--- src/verilog/syndrome_pkg.sv ---
// Constants, offsets and types shared by the fault syndrome capture block.
package syndrome_pkg;

  // ----------------------------------------------------------------------
  // Widths
  // ----------------------------------------------------------------------
  localparam int unsigned DATA_W      = 32;
  localparam int unsigned ADR_W       = 8;
  localparam int unsigned VA_W        = 48;
  localparam int unsigned BANK_W      = 8;
  localparam int unsigned BANK_IMPL_W = 4;
  localparam int unsigned COUNT_W     = 8;

  // ----------------------------------------------------------------------
  // Register byte offsets
  // ----------------------------------------------------------------------
  localparam logic [ADR_W-1:0] OFS_FAULT_ADDR_LO = 8'h60;
  localparam logic [ADR_W-1:0] OFS_FAULT_ADDR_HI = 8'h64;
  localparam logic [ADR_W-1:0] OFS_PRIMARY       = 8'h68;
  localparam logic [ADR_W-1:0] OFS_SECONDARY     = 8'h6c;
  localparam logic [ADR_W-1:0] OFS_IPA_LO        = 8'h70;
  localparam logic [ADR_W-1:0] OFS_IPA_HI        = 8'h74;
  localparam logic [ADR_W-1:0] OFS_STATUS        = 8'h78;
  localparam logic [ADR_W-1:0] OFS_CONTROL       = 8'h7c;

  // ----------------------------------------------------------------------
  // Primary syndrome field positions and masks
  // ----------------------------------------------------------------------
  localparam int unsigned BANK_LSB     = 16;
  localparam int unsigned ASYNC_BIT    = 11;
  localparam int unsigned WALK_EXT_BIT = 10;
  localparam int unsigned TRANS_OP_BIT = 9;
  localparam int unsigned SECURITY_BIT = 8;
  localparam int unsigned INSTR_BIT    = 6;
  localparam int unsigned PRIV_BIT     = 5;
  localparam int unsigned DIR_BIT      = 4;
  localparam int unsigned S1_WALK_BIT  = 3;
  localparam int unsigned NESTED_BIT   = 2;
  localparam int unsigned LEVEL_LSB    = 0;
  localparam logic [DATA_W-1:0] PRIMARY_WMASK = 32'h000f0f7f;
  localparam logic [DATA_W-1:0] NESTED_MASK   = 32'h00ff000c;
  localparam logic [DATA_W-1:0] RESET_ZERO    = 32'h00000000;
  localparam logic [DATA_W-1:0] ALL_ONES      = 32'hffffffff;

  // ----------------------------------------------------------------------
  // Secondary syndrome, status and control layouts
  // ----------------------------------------------------------------------
  localparam int unsigned SEC_KIND_LSB   = 0;
  localparam int unsigned SEC_ATOMIC_BIT = 3;
  localparam int unsigned ST_PENDING_BIT = 0;
  localparam int unsigned ST_NESTCAP_BIT = 1;
  localparam int unsigned ST_OVERRUN_BIT = 2;
  localparam int unsigned ST_COUNT_LSB   = 8;
  localparam int unsigned CTL_ENABLE_BIT = 0;
  localparam int unsigned CTL_HOLD_BIT   = 1;
  localparam logic [1:0]  CTL_RESET      = 2'b01;

  // ----------------------------------------------------------------------
  // Types
  // ----------------------------------------------------------------------
  localparam logic [1:0] LEVEL_1 = 2'b01;

  typedef enum logic [2:0] {
    FK_TRANSLATION = 3'b000,
    FK_ACCESS      = 3'b001,
    FK_PERMISSION  = 3'b010,
    FK_EXTERNAL    = 3'b011,
    FK_ADDR_SIZE   = 3'b100,
    FK_OTHER       = 3'b101
  } fault_kind_t;

  typedef enum logic [0:0] {
    BUS_IDLE = 1'b0,
    BUS_ACK  = 1'b1
  } bus_state_t;

endpackage : syndrome_pkg

--- src/verilog/fault_rec_if.sv ---
// Interface joining the capture block to its level encoder and address store.
`timescale 1ns/10ps
interface fault_rec_if;
  import syndrome_pkg::*;
  logic              cap;
  logic              nested;
  logic [VA_W-1:0]   va;
  logic [VA_W-1:0]   ipa;
  logic [VA_W-1:0]   far;
  logic [VA_W-1:0]   ipafar;
  fault_kind_t       kind;
  logic              walk;
  logic [1:0]        walk_lvl;
  logic [1:0]        final_lvl;
  logic              walk_dis;
  logic              out_rng;
  logic [1:0]        level;

  modport top (output cap, nested, va, ipa, kind, walk, walk_lvl, final_lvl, walk_dis, out_rng,
               input far, ipafar, level);
  modport enc (input kind, walk, walk_lvl, final_lvl, walk_dis, out_rng, output level);
  modport adr (input cap, nested, va, ipa, output far, ipafar);
endinterface : fault_rec_if

--- src/verilog/fault_level_encode.sv ---
// Works out the walk level that a fault is reported against.
`timescale 1ns/10ps
module fault_level_encode
  import syndrome_pkg::*;
(
  fault_rec_if.enc rec
);

  // ----------------------------------------------------------------------
  // Level selection
  // ----------------------------------------------------------------------
  function automatic logic [1:0] pick_level(input fault_kind_t kind, input logic walk,
                                            input logic [1:0] walk_lvl, input logic [1:0] final_lvl,
                                            input logic dis, input logic rng);
    logic [1:0] lvl;
    lvl = walk_lvl;
    if (walk) begin
      lvl = walk_lvl;
    end else if (kind == FK_TRANSLATION) begin
      lvl = (dis || rng) ? LEVEL_1 : walk_lvl;
    end else if (kind == FK_ACCESS) begin
      lvl = walk_lvl;
    end else if (kind == FK_PERMISSION) begin
      lvl = final_lvl;
    end
    return lvl;
  endfunction : pick_level

  // Level 0 passes through untouched, so a walk that starts at level 0 is reported as such.
  assign rec.level = pick_level(rec.kind, rec.walk, rec.walk_lvl, rec.final_lvl,
                                rec.walk_dis, rec.out_rng);

endmodule : fault_level_encode

--- src/verilog/fault_addr_store.sv ---
// Holds the fault address and intermediate fault address of the recorded fault.
`timescale 1ns/10ps
module fault_addr_store
  import syndrome_pkg::*;
(
  input  wire logic clk_i,
  input  wire logic rst_i,
  input  wire logic ce_i,
  fault_rec_if.adr  rec
);

  logic [VA_W-1:0] far_q;
  logic [VA_W-1:0] ipafar_q;

  // ----------------------------------------------------------------------
  // Capture
  // ----------------------------------------------------------------------
  always_ff @(posedge clk_i) begin
    if (rst_i) begin
      far_q    <= '0;
      ipafar_q <= '0;
    end else if (ce_i && rec.cap) begin
      far_q    <= rec.nested ? rec.va : rec.ipa;
      ipafar_q <= rec.ipa;
    end
  end

  assign rec.far    = far_q;
  assign rec.ipafar = ipafar_q;

endmodule : fault_addr_store

--- src/verilog/translation_fault_syndrome.sv ---
// Fault syndrome capture for a stage-2 translation context bank.
//
// Our own choices: the register addresses and the Wishbone register port.
`timescale 1ns/10ps
// What this block does
// - Nested fault stores the stage-1 bank index in bits 23:16.
// - Only the low bank index bits are stored; the rest read zero.
// - Without nested support the bank index reads zero and ignores writes.
// - Bit 11 is 1 for an asynchronous record, 0 for synchronous.
// - Bit 10 is set only for an external fault during table access.
// - Bit 9 is set when an address translation operation faulted.
// - Bit 8 is 0 for a Secure and 1 for a Non-secure transaction.
// - Bit 7 reads zero and discards writes.
// - Bit 6 is 0 for data access, 1 for instruction fetch.
// - Bit 5 is 0 for unprivileged, 1 for privileged access.
// - Bit 4 is 0 for a read, 1 for a write.
// - Far atomic shows the missing permission; read if both or other fault.
// - Bit 3 marks a fault in stage-2 translation of a stage-1 walk.
// - Bit 2 is 1 for nested translation, 0 for stage-2 only.
// - Fault address holds IPA or VA by nesting; IPA register holds IPA.
// - Bits 1:0 give the walk level, codes 0 to 3.
// - Walk and translation faults give the walk level; disabled or unmatched gives 1.
// - Access faults give the faulting level; permission faults the final level.
// - The secondary syndrome register is 32 bits of local layout.
// - Both syndrome registers are read and written by software.
module translation_fault_syndrome
  import syndrome_pkg::*;
#(
  parameter bit NESTED_SUPPORT = 1'b1
) (
  input  wire logic              clk_i,
  input  wire logic              rst_i,
  input  wire logic              ce_i,
  input  wire logic              cyc_i,
  input  wire logic              stb_i,
  input  wire logic              we_i,
  input  wire logic [ADR_W-1:0]  adr_i,
  input  wire logic [3:0]        sel_i,
  input  wire logic [DATA_W-1:0] dat_i,
  output logic      [DATA_W-1:0] dat_o,
  output logic                   ack_o,
  output logic                   err_o,
  input  wire logic              fault_valid_i,
  input  wire logic              fault_nested_i,
  input  wire logic [BANK_W-1:0] fault_s1_bank_i,
  input  wire logic              fault_async_i,
  input  wire logic              fault_table_access_i,
  input  wire logic              fault_trans_op_i,
  input  wire logic              fault_nonsecure_i,
  input  wire logic              fault_instr_i,
  input  wire logic              fault_priv_i,
  input  wire logic              fault_write_i,
  input  wire logic              fault_atomic_i,
  input  wire logic              fault_rd_missing_i,
  input  wire logic              fault_wr_missing_i,
  input  wire logic              fault_s1_walk_i,
  input  wire logic [2:0]        fault_kind_i,
  input  wire logic [1:0]        fault_walk_level_i,
  input  wire logic [1:0]        fault_final_level_i,
  input  wire logic              fault_walk_disabled_i,
  input  wire logic              fault_out_of_range_i,
  input  wire logic [VA_W-1:0]   fault_va_i,
  input  wire logic [VA_W-1:0]   fault_ipa_i,
  output logic                   fault_pending_o,
  output logic      [1:0]        fault_walk_level_o
);

  // ----------------------------------------------------------------------
  // Helpers
  // ----------------------------------------------------------------------
  // Byte-lane merge of a write into a register, limited to its writable bits.
  function automatic logic [DATA_W-1:0] merge(input logic [DATA_W-1:0] old_v,
                                               input logic [DATA_W-1:0] new_v,
                                               input logic [3:0] sel,
                                               input logic [DATA_W-1:0] mask);
    logic [DATA_W-1:0] lanes;
    lanes = {{8{sel[3]}}, {8{sel[2]}}, {8{sel[1]}}, {8{sel[0]}}} & mask;
    return (old_v & ~lanes) | (new_v & lanes);
  endfunction : merge

  // Writable bits of the primary register; nested-only fields drop out without support.
  localparam logic [DATA_W-1:0] PRIM_MASK =
    NESTED_SUPPORT ? PRIMARY_WMASK : (PRIMARY_WMASK & ~NESTED_MASK);

  // ----------------------------------------------------------------------
  // Shared record and sub-blocks
  // ----------------------------------------------------------------------
  fault_rec_if rec ();

  logic cap_en;

  fault_level_encode u_level (
    .rec (rec.enc)
  );

  fault_addr_store u_addr (
    .clk_i (clk_i),
    .rst_i (rst_i),
    .ce_i  (ce_i),
    .rec   (rec.adr)
  );

  assign rec.cap       = cap_en;
  assign rec.nested    = fault_nested_i && NESTED_SUPPORT;
  assign rec.va        = fault_va_i;
  assign rec.ipa       = fault_ipa_i;
  assign rec.kind      = fault_kind_t'(fault_kind_i);
  assign rec.walk      = fault_s1_walk_i || (fault_table_access_i && rec.kind == FK_EXTERNAL);
  assign rec.walk_lvl  = fault_walk_level_i;
  assign rec.final_lvl = fault_final_level_i;
  assign rec.walk_dis  = fault_walk_disabled_i;
  assign rec.out_rng   = fault_out_of_range_i;

  // ----------------------------------------------------------------------
  // Bus decode
  // ----------------------------------------------------------------------
  bus_state_t        bus_q;
  logic              req;
  logic              wr_req;
  logic              hit_prim;
  logic              hit_sec;
  logic              hit_stat;
  logic              hit_ctl;
  logic              mapped;

  assign req    = cyc_i && stb_i && (bus_q == BUS_IDLE);
  assign wr_req = req && we_i && ce_i;

  always_comb begin
    hit_prim = 1'b0;
    hit_sec  = 1'b0;
    hit_stat = 1'b0;
    hit_ctl  = 1'b0;
    mapped   = 1'b1;
    if (adr_i == OFS_PRIMARY) begin
      hit_prim = 1'b1;
    end else if (adr_i == OFS_SECONDARY) begin
      hit_sec = 1'b1;
    end else if (adr_i == OFS_STATUS) begin
      hit_stat = 1'b1;
    end else if (adr_i == OFS_CONTROL) begin
      hit_ctl = 1'b1;
    end else if (adr_i == OFS_FAULT_ADDR_LO || adr_i == OFS_FAULT_ADDR_HI) begin
      mapped = 1'b1;
    end else if (adr_i == OFS_IPA_LO || adr_i == OFS_IPA_HI) begin
      mapped = 1'b1;
    end else begin
      mapped = 1'b0;
    end
  end

  // ----------------------------------------------------------------------
  // Control register
  // ----------------------------------------------------------------------
  logic [1:0] ctl_q;

  always_ff @(posedge clk_i) begin
    if (rst_i) begin
      ctl_q <= CTL_RESET;
    end else if (wr_req && hit_ctl && sel_i[0]) begin
      ctl_q <= dat_i[1:0];
    end
  end

  // ----------------------------------------------------------------------
  // Capture qualification
  // ----------------------------------------------------------------------
  logic pend_q;

  // With hold set, the first fault is kept until software clears the pending flag.
  assign cap_en = fault_valid_i && ctl_q[CTL_ENABLE_BIT] && !(ctl_q[CTL_HOLD_BIT] && pend_q);

  // ----------------------------------------------------------------------
  // Primary syndrome fields
  // ----------------------------------------------------------------------
  logic              dir_bit;
  logic [DATA_W-1:0] prim_new;
  logic [DATA_W-1:0] prim_q;

  always_comb begin
    if (fault_atomic_i) begin
      dir_bit = (rec.kind == FK_PERMISSION) && fault_wr_missing_i && !fault_rd_missing_i;
    end else begin
      dir_bit = fault_write_i;
    end
  end

  always_comb begin
    prim_new                                     = RESET_ZERO;
    if (rec.nested) begin
      prim_new[BANK_LSB +: BANK_IMPL_W]          = fault_s1_bank_i[BANK_IMPL_W-1:0];
    end
    prim_new[ASYNC_BIT]                          = fault_async_i;
    prim_new[WALK_EXT_BIT]                       = fault_table_access_i && rec.kind == FK_EXTERNAL;
    prim_new[TRANS_OP_BIT]                       = fault_trans_op_i;
    prim_new[SECURITY_BIT]                       = fault_nonsecure_i;
    prim_new[INSTR_BIT]                          = fault_instr_i;
    prim_new[PRIV_BIT]                           = fault_priv_i;
    prim_new[DIR_BIT]                            = dir_bit;
    prim_new[S1_WALK_BIT]                        = fault_s1_walk_i && NESTED_SUPPORT;
    prim_new[NESTED_BIT]                         = rec.nested;
    prim_new[LEVEL_LSB +: 2]                     = rec.level;
  end

  // A fault in the same cycle as a software write wins, so the record stays whole.
  always_ff @(posedge clk_i) begin
    if (rst_i) begin
      prim_q <= RESET_ZERO;
    end else if (ce_i && cap_en) begin
      prim_q <= prim_new & PRIM_MASK;
    end else if (wr_req && hit_prim) begin
      prim_q <= merge(prim_q, dat_i, sel_i, PRIM_MASK);
    end
  end

  // ----------------------------------------------------------------------
  // Secondary syndrome
  // ----------------------------------------------------------------------
  logic [DATA_W-1:0] sec_new;
  logic [DATA_W-1:0] sec_q;

  always_comb begin
    sec_new                         = RESET_ZERO;
    sec_new[SEC_KIND_LSB +: 3]      = fault_kind_i;
    sec_new[SEC_ATOMIC_BIT]         = fault_atomic_i;
  end

  always_ff @(posedge clk_i) begin
    if (rst_i) begin
      sec_q <= RESET_ZERO;
    end else if (ce_i && cap_en) begin
      sec_q <= sec_new;
    end else if (wr_req && hit_sec) begin
      sec_q <= merge(sec_q, dat_i, sel_i, ALL_ONES);
    end
  end

  // ----------------------------------------------------------------------
  // Status: pending, overrun and fault count
  // ----------------------------------------------------------------------
  logic               ovr_q;
  logic [COUNT_W-1:0] cnt_q;
  logic               clr_pend;
  logic               clr_ovr;

  assign clr_pend = wr_req && hit_stat && sel_i[0] && dat_i[ST_PENDING_BIT];
  assign clr_ovr  = wr_req && hit_stat && sel_i[0] && dat_i[ST_OVERRUN_BIT];

  always_ff @(posedge clk_i) begin
    if (rst_i) begin
      pend_q <= 1'b0;
    end else if (ce_i && cap_en) begin
      pend_q <= 1'b1;
    end else if (clr_pend) begin
      pend_q <= 1'b0;
    end
  end

  // Lost faults while a record is held are flagged rather than silently dropped.
  always_ff @(posedge clk_i) begin
    if (rst_i) begin
      ovr_q <= 1'b0;
    end else if (ce_i && fault_valid_i && pend_q) begin
      ovr_q <= 1'b1;
    end else if (clr_ovr) begin
      ovr_q <= 1'b0;
    end
  end

  // The counter saturates so that software can tell a burst from a wrap.
  always_ff @(posedge clk_i) begin
    if (rst_i) begin
      cnt_q <= '0;
    end else if (ce_i && cap_en && cnt_q != '1) begin
      cnt_q <= cnt_q + COUNT_W'(1);
    end
  end

  logic [DATA_W-1:0] stat_word;

  always_comb begin
    stat_word                          = RESET_ZERO;
    stat_word[ST_PENDING_BIT]          = pend_q;
    stat_word[ST_NESTCAP_BIT]          = NESTED_SUPPORT;
    stat_word[ST_OVERRUN_BIT]          = ovr_q;
    stat_word[ST_COUNT_LSB +: COUNT_W] = cnt_q;
  end

  // ----------------------------------------------------------------------
  // Read mux
  // ----------------------------------------------------------------------
  logic [DATA_W-1:0] rd_word;

  always_comb begin
    rd_word = RESET_ZERO;
    if (hit_prim) begin
      rd_word = prim_q;
    end else if (hit_sec) begin
      rd_word = sec_q;
    end else if (hit_stat) begin
      rd_word = stat_word;
    end else if (hit_ctl) begin
      rd_word = {30'h00000000, ctl_q};
    end else if (adr_i == OFS_FAULT_ADDR_LO) begin
      rd_word = rec.far[DATA_W-1:0];
    end else if (adr_i == OFS_FAULT_ADDR_HI) begin
      rd_word = {16'h0000, rec.far[VA_W-1:DATA_W]};
    end else if (adr_i == OFS_IPA_LO) begin
      rd_word = rec.ipafar[DATA_W-1:0];
    end else if (adr_i == OFS_IPA_HI) begin
      rd_word = {16'h0000, rec.ipafar[VA_W-1:DATA_W]};
    end
  end

  // ----------------------------------------------------------------------
  // Bus answer
  // ----------------------------------------------------------------------
  // One cycle of latency, then a forced idle cycle so ack never stays high twice.
  always_ff @(posedge clk_i) begin
    if (rst_i) begin
      bus_q <= BUS_IDLE;
    end else if (ce_i) begin
      case (bus_q)
        BUS_IDLE: begin
          if (cyc_i && stb_i) begin
            bus_q <= BUS_ACK;
          end
        end
        BUS_ACK: begin
          bus_q <= BUS_IDLE;
        end
        default: begin
          bus_q <= BUS_IDLE;
        end
      endcase
    end
  end

  always_ff @(posedge clk_i) begin
    if (rst_i) begin
      ack_o <= 1'b0;
      err_o <= 1'b0;
    end else if (ce_i) begin
      ack_o <= req && mapped;
      err_o <= req && !mapped;
    end
  end

  always_ff @(posedge clk_i) begin
    if (rst_i) begin
      dat_o <= RESET_ZERO;
    end else if (ce_i && req) begin
      dat_o <= (mapped && !we_i) ? rd_word : RESET_ZERO;
    end
  end

  // ----------------------------------------------------------------------
  // Side outputs
  // ----------------------------------------------------------------------
  assign fault_pending_o    = pend_q;
  assign fault_walk_level_o = prim_q[LEVEL_LSB +: 2];

endmodule : translation_fault_syndrome

--- config.mk ---
export PLATFORM = sky130hd
export DESIGN_NAME = translation_fault_syndrome
export DESIGN_NICKNAME = d
export VERILOG_FILES = /design/src/verilog/syndrome_pkg.sv /design/src/verilog/fault_rec_if.sv /design/src/verilog/fault_level_encode.sv /design/src/verilog/fault_addr_store.sv /design/src/verilog/translation_fault_syndrome.sv
export SDC_FILE = /design/constraint.sdc
export NUM_CORES = 1
export LEC_CHECK = 0
export ABC_AREA = 1
export BUFFER_PORTS_ARGS = -buffer_cell sky130_fd_sc_hd__buf_4
export CAP_MARGIN = 25
export CORE_AREA = 2 2 161 163
export CTS_CLUSTER_DIAMETER = 200
export DETAILED_ROUTE_END_ITERATION = 8
export DIE_AREA = 0 0 163 165
export SLEW_MARGIN = 20
export SYNTH_ARGS = -nofsm -noshare
export SYNTH_HDL_FRONTEND = slang
export SYNTH_SLANG_ARGS = --single-unit
--- constraint.sdc ---
create_clock -name clk_i -period 1.6 [get_ports clk_i]
set_input_delay 0.32 -clock clk_i [delete_from_list [all_inputs] [get_ports clk_i]]
set_output_delay 0.32 -clock clk_i [all_outputs]
set_load 0.005 [all_outputs]
# After elaboration in Yosys (flattened, before gate mapping)
# Cells that the tools add are included.
# word_totals
reg_bits	207
in_bits	176
output_inout_bits	37
wordCells	119
# classes
n_addsub	1
eq_ne	12
muxes	43
bitwise	9
n_reduce_logical	40
# op_table
op	count
$mux 32	8
$and 32x32->32	3
$eq 8x7->1 const B	8
$or 32x32->32	2
$mux 48	1
$mux 20	2
$and 32x20->32	1
$not 20->32	1
$not 32->32	1
$logic_and 1x1->1	26
$mux 1	22
$mux 16	1
$mux 4	3
$mux 2	5
$add 8x1->8 const B	1
$ne 8x8->1 const B	1
$reduce_bool 2->1	4
$eq 3x2->1 const B	2
$logic_not 1->1	4
$logic_or 1x1->1	4
$eq 3x1->1 const B	1
$logic_not 3->1	1
$pmux 1 s2	1
$reduce_or 2->1	1
$not 1->1	1

# Depth between registers and ports, before layout
# depth
ltp_word	10
depth_mapped	12
ltp_nobuf	11

# Modules after synthesis
# From an unflattened synthesis, not the netlist that was laid out.
# hier_totals
hier_cells	1428
area_unflattened_um2	9445.3
# modules_own_cells
module	instances	cells_per_inst	area_each_um2	seq_area_each_um2
translation_fault_syndrome	1	789	5218.8	1881.8
fault_addr_store	1	620	4136.5	1921.8
fault_level_encode	1	19	90.1	0.0

# Worst setup path before layout
# OpenSTA, ideal clock, no wires.
# synth_path
path_type	in2reg
startpoint	in adr_i[7]
endpoint	reg dat_o[24]
setup_time_ns	0.070
arrival_time_ns	1.535
t_required_ns	1.530
path_slack_ns	-0.005
stages	12
path_buffers	1
path_cell_list	inv_2 > nand2_2 > nor2_8 > nand2_2 > nand2_4 > nor2_2 > nand2_4 > nand3_4 > nor2_8 > buf_12 > nand2_2 > a21oi_2
# synth_between
elab_chain_len	10
# synth_rtl
item	line	rtl
start, declared	translation_fault_syndrome.sv:37	input wire logic [ADR_W-1:0] adr_i,
$eq 8x7->1, on equally long branches	translation_fault_syndrome.sv:141, translation_fault_syndrome.sv:145, translation_fault_syndrome.sv:308	
$mux 1 / $logic_or 1x1->1 (equally long branches)	translation_fault_syndrome.sv:141, translation_fault_syndrome.sv:145	
$mux 1, on equally long branches	translation_fault_syndrome.sv:139, translation_fault_syndrome.sv:145	
$mux 1, on equally long branches	translation_fault_syndrome.sv:137, translation_fault_syndrome.sv:143	
$mux 1, on equally long branches	translation_fault_syndrome.sv:135, translation_fault_syndrome.sv:141	
$mux 32 / $mux 1 (equally long branches)	translation_fault_syndrome.sv:302, translation_fault_syndrome.sv:139	
$mux 32 / $mux 1 (equally long branches)	translation_fault_syndrome.sv:300, translation_fault_syndrome.sv:137	
$mux 32 / $mux 1 (equally long branches)	translation_fault_syndrome.sv:298, translation_fault_syndrome.sv:135	
$mux 32 / $logic_and 1x1->1 (equally long branches)	translation_fault_syndrome.sv:296, translation_fault_syndrome.sv:353	
$mux 32 (*)	translation_fault_syndrome.sv:353	dat_o <= (mapped && !we_i) ? rd_word : RESET_ZERO;
end signal, assigned	translation_fault_syndrome.sv:353	
end, declared	translation_fault_syndrome.sv:40	output logic [DATA_W-1:0] dat_o,
# Mark *: on every way between the ends. The rest lies on a longest branch, timed or not.
# A chain may end at the register's enable or synchronous reset.

==> impl_metrics.yaml <==
yosys:
  synthFlopType: "dfxtp_1"
  synth_edf_count: 0
  ys_seq_area_share_pct: 43.62
  synth.top_cells.by_area: "dfxtp_1 (44%), nand2_1 (12%), a21oi_1 (10%)"
  yosysMostFrequentCell: "nand2_1"
  syn_area_per_cell_sq_um: 6.988
  ys_seq_elements: 190
  synthCells: 1248
  synth_top_area_cell: "dfxtp_1"
  async_flop_share_pct: 0
  ys_warn_count: 0
  syn_area_sq_um: 8721
  ys_types: 41
  syn_nets: 1425
  synthDominantCellAreaShare_pct: 43.62
  synth_common_cells: "nand2_1 (282), dfxtp_1 (190), a21oi_1 (176), o21ai_0 (150), nor2_1 (128)"
detailed_routing:
  drt-initial-drc-count: 864
  dr_total_vias: 9235
  drc: 0
  post_drt_via_cell_ratio: 5.014
  first_pass_iters: 5
  drt_wl_total_mm: 29.73
  ant_nets: 0
  wire_per_inst_um: 16.14
placed_design:
  gp_congestion: 0.8568
  dpl_cell_area_sq_um: 11400
  hpwl_mm: 22.85
  io_buffer_count: 208
grt:
  antenna_found_initial: 0
  grt_use_met1_pct: 31.17
  grt_usage_pct: 21.79
  grt_pass1_wl_mm: 45.55
  gr-usage-met2_pct: 33.94
  grt_pass1_vias: 8632
  grt-ovfl-total: 0
  gr-max-usage-layer: "met2"
  grt_max_degree: 56
  gr-usage-met3_pct: 3.666
sta:
  finalSetupViolations: 0
  fin_crit_ps: 1514
  max_slew_margin_pct: 62.09
  period_share_pct: 94.64
  rsz0062_at_grt: "true"
  fin_skew_ps: 7.516
  hold_viol: 0
  tightest_slew_ps: 568.6
  worst_hold_slack_ps: 131.3
  slew_viol_final: 0
  fmax_mhz: 660.4
hold_path:
  min_path_type: "primary input to flop"
die:
  core_area_sq_um: 25040
  io_pins: 213
  die_h_um: 165
  fp.dieW_um: 163
  rows: 58
  dieArea_sq_um: 26900
  floorplan.initialDensity_pct: 34.83
finish:
  layout-drive-gt1-share_pct: 27.38
  fin_nets: 1676
  num-fill-cells: 2559
  final_area_sq_um: 12090
  diodes: 0
  syn2layout_area_growth_pct: 38.61
worst_setup_path:
  r2r_slack_ps: 90
  cp.required_ps: 1960
  end_kind: "flop"
  crit_fanout: 8
  timing.rr.start: "bus_q"
  arrival_ps: 1870
  reg2regPathDepth: 10
  worstSetupPathType: "flop to flop"
  cp-startpoint: "bus_q"
  critPathLaunchType: "flop"
pwr:
  powerDensity_nw_per_um2: 857.5
  leakage_nw: 5.129
  vdd_ir_drop_max_v: 0.0005188
clock_tree:
  cts_buffers: 17
  cts_tree: "done"
  clock_sinks: 190
  cts.path.max_buffers: 2
  cts-htree-levels: 4
  cts_root_buf: "clkbuf_16"
  clk_pin_slew_worst_paths_ps: 70
  clk_latency_ps: 430
run:
  drv_cap: 0
status:
  status: "finished clean"
[layout by cell type (no fill, tap or decap), types with 3 or more instances in the layout]
cell type   Yosys  final
clkbuf_16       0     17
o221ai_1        6      6
clkinvlp_4      0      3
nand4_1         9      9
nor2_2          5      4
buf_12          1     21
buf_4           3    286
inv_6           0      3
nor3_1         10      9
clkinv_2        1      5
a31oi_1        17     17
clkinv_1        3      3
nand3b_1        6      6
o21ai_1         3      3
a21oi_1       176    175
nand2_2        18     17
nand3_1        57     56
o21ai_0       150    150
nand2_4         4      9
nand2_1       282    276
a21oi_2        10     11
inv_1          61     54
clkinv_4        0      3
inv_2           8     10
o211ai_1        7      7
nor2_4          3      6
nor2_1        128    126
dfxtp_1       190    188
[per-layer routing]
layer,share of wire (%),vias to the layer above
li1,-,4668
met1,48,4254
met2,44,278
met3,5.8,35
met4,1.9,0
met5,0,-
[cell type report]
| class | instances | area, sq um | area share (%) |
|---|---|---|---|
| Clock inverter | 12 | 111.4 | 0.9212 |
| Timing Repair Buffer | 308 | 2579 | 21.33 |
| Sequential cell | 190 | 3806 | 31.49 |
| Multi-Input combinational cell | 908 | 4418 | 36.55 |
| Timing Repair inverter | 1 | 5.005 | 0.04140 |
| Inverter | 73 | 309.0 | 2.557 |
| Tap cell | 330 | 412.9 | 3.416 |
| Clock buffer | 20 | 446.7 | 3.695 |
[stage by stage]
| step | cells | utilization [%] | setup TNS [ps] | setup slack (ps) | total power [mW] |
|---|---|---|---|---|---|
| after floorplan | 1248 | - | -0.5350 | -0.5350 | 5.660 |
| after global placement | 1799 | 45.52 | -17390 | -340.0 | 6.342 |
| after detailed placement | 1799 | 45.52 | -19670 | -373.9 | 6.349 |
| after CTS | 1831 | 47.78 | 0 | 8.123 | 10.41 |
| after global routing | 1842 | 48.28 | -5.565 | -5.565 | 10.78 |
| final | 1842 | 48.28 | 0 | 85.81 | 10.37 |
[worst max-delay path: stages, from the launching register on]
cell	delay, ps
dfxtp_1	320
inv_2	60
nand3_2	80
nor2_4	150
nand2_4	100
nor2_4	170
buf_4	150
nand2_2	70
inv_2	130
nand2_1	60
a21oi_1	140
[what timing repair did]
action / CTS / global route
setup endpoints to repair: 12 / 56
pin swaps: 1 / 4
buffers inserted: 0 / 10
gates cloned: 0 / 1
gates resized for setup: 2 / 18
hold buffers: 0 / 0
[logic make-up after synthesis]
kind of cell	share of synthesized area, %
simple gates	26.17
buf+inv	6.915
flops	43.62
fa+ha+maj	0.1434
compound gates	23.06
xor+xnor	0.1004
[worst min-delay path by stage]
stage,start,end,cells after the start
global route,rst_i,cnt_q[7],2
detailed placement,u_addr.rec.ipafar[22],u_addr.rec.ipafar[22],2
floorplan,u_addr.rec.ipafar[3],u_addr.rec.ipafar[3],2
global placement,u_addr.rec.ipafar[6],u_addr.rec.ipafar[6],2
CTS,fault_va_i[44],u_addr.rec.far[44],3
finish,fault_va_i[44],u_addr.rec.far[44],3
[report_power, final]
| group | switching (mW) | leakage (nW) | total, mW | internal [mW] |
|---|---|---|---|---|
| clock network | 1.89 | 0.267 | 4.09 | 2.20 |
| logic | 0.657 | 3.31 | 1.24 | 0.578 |
| registers | 0.109 | 1.55 | 5.04 | 4.93 |
| total | 2.66 | 5.13 | 10.4 | 7.71 |
(Power assumes the default switching activity.)
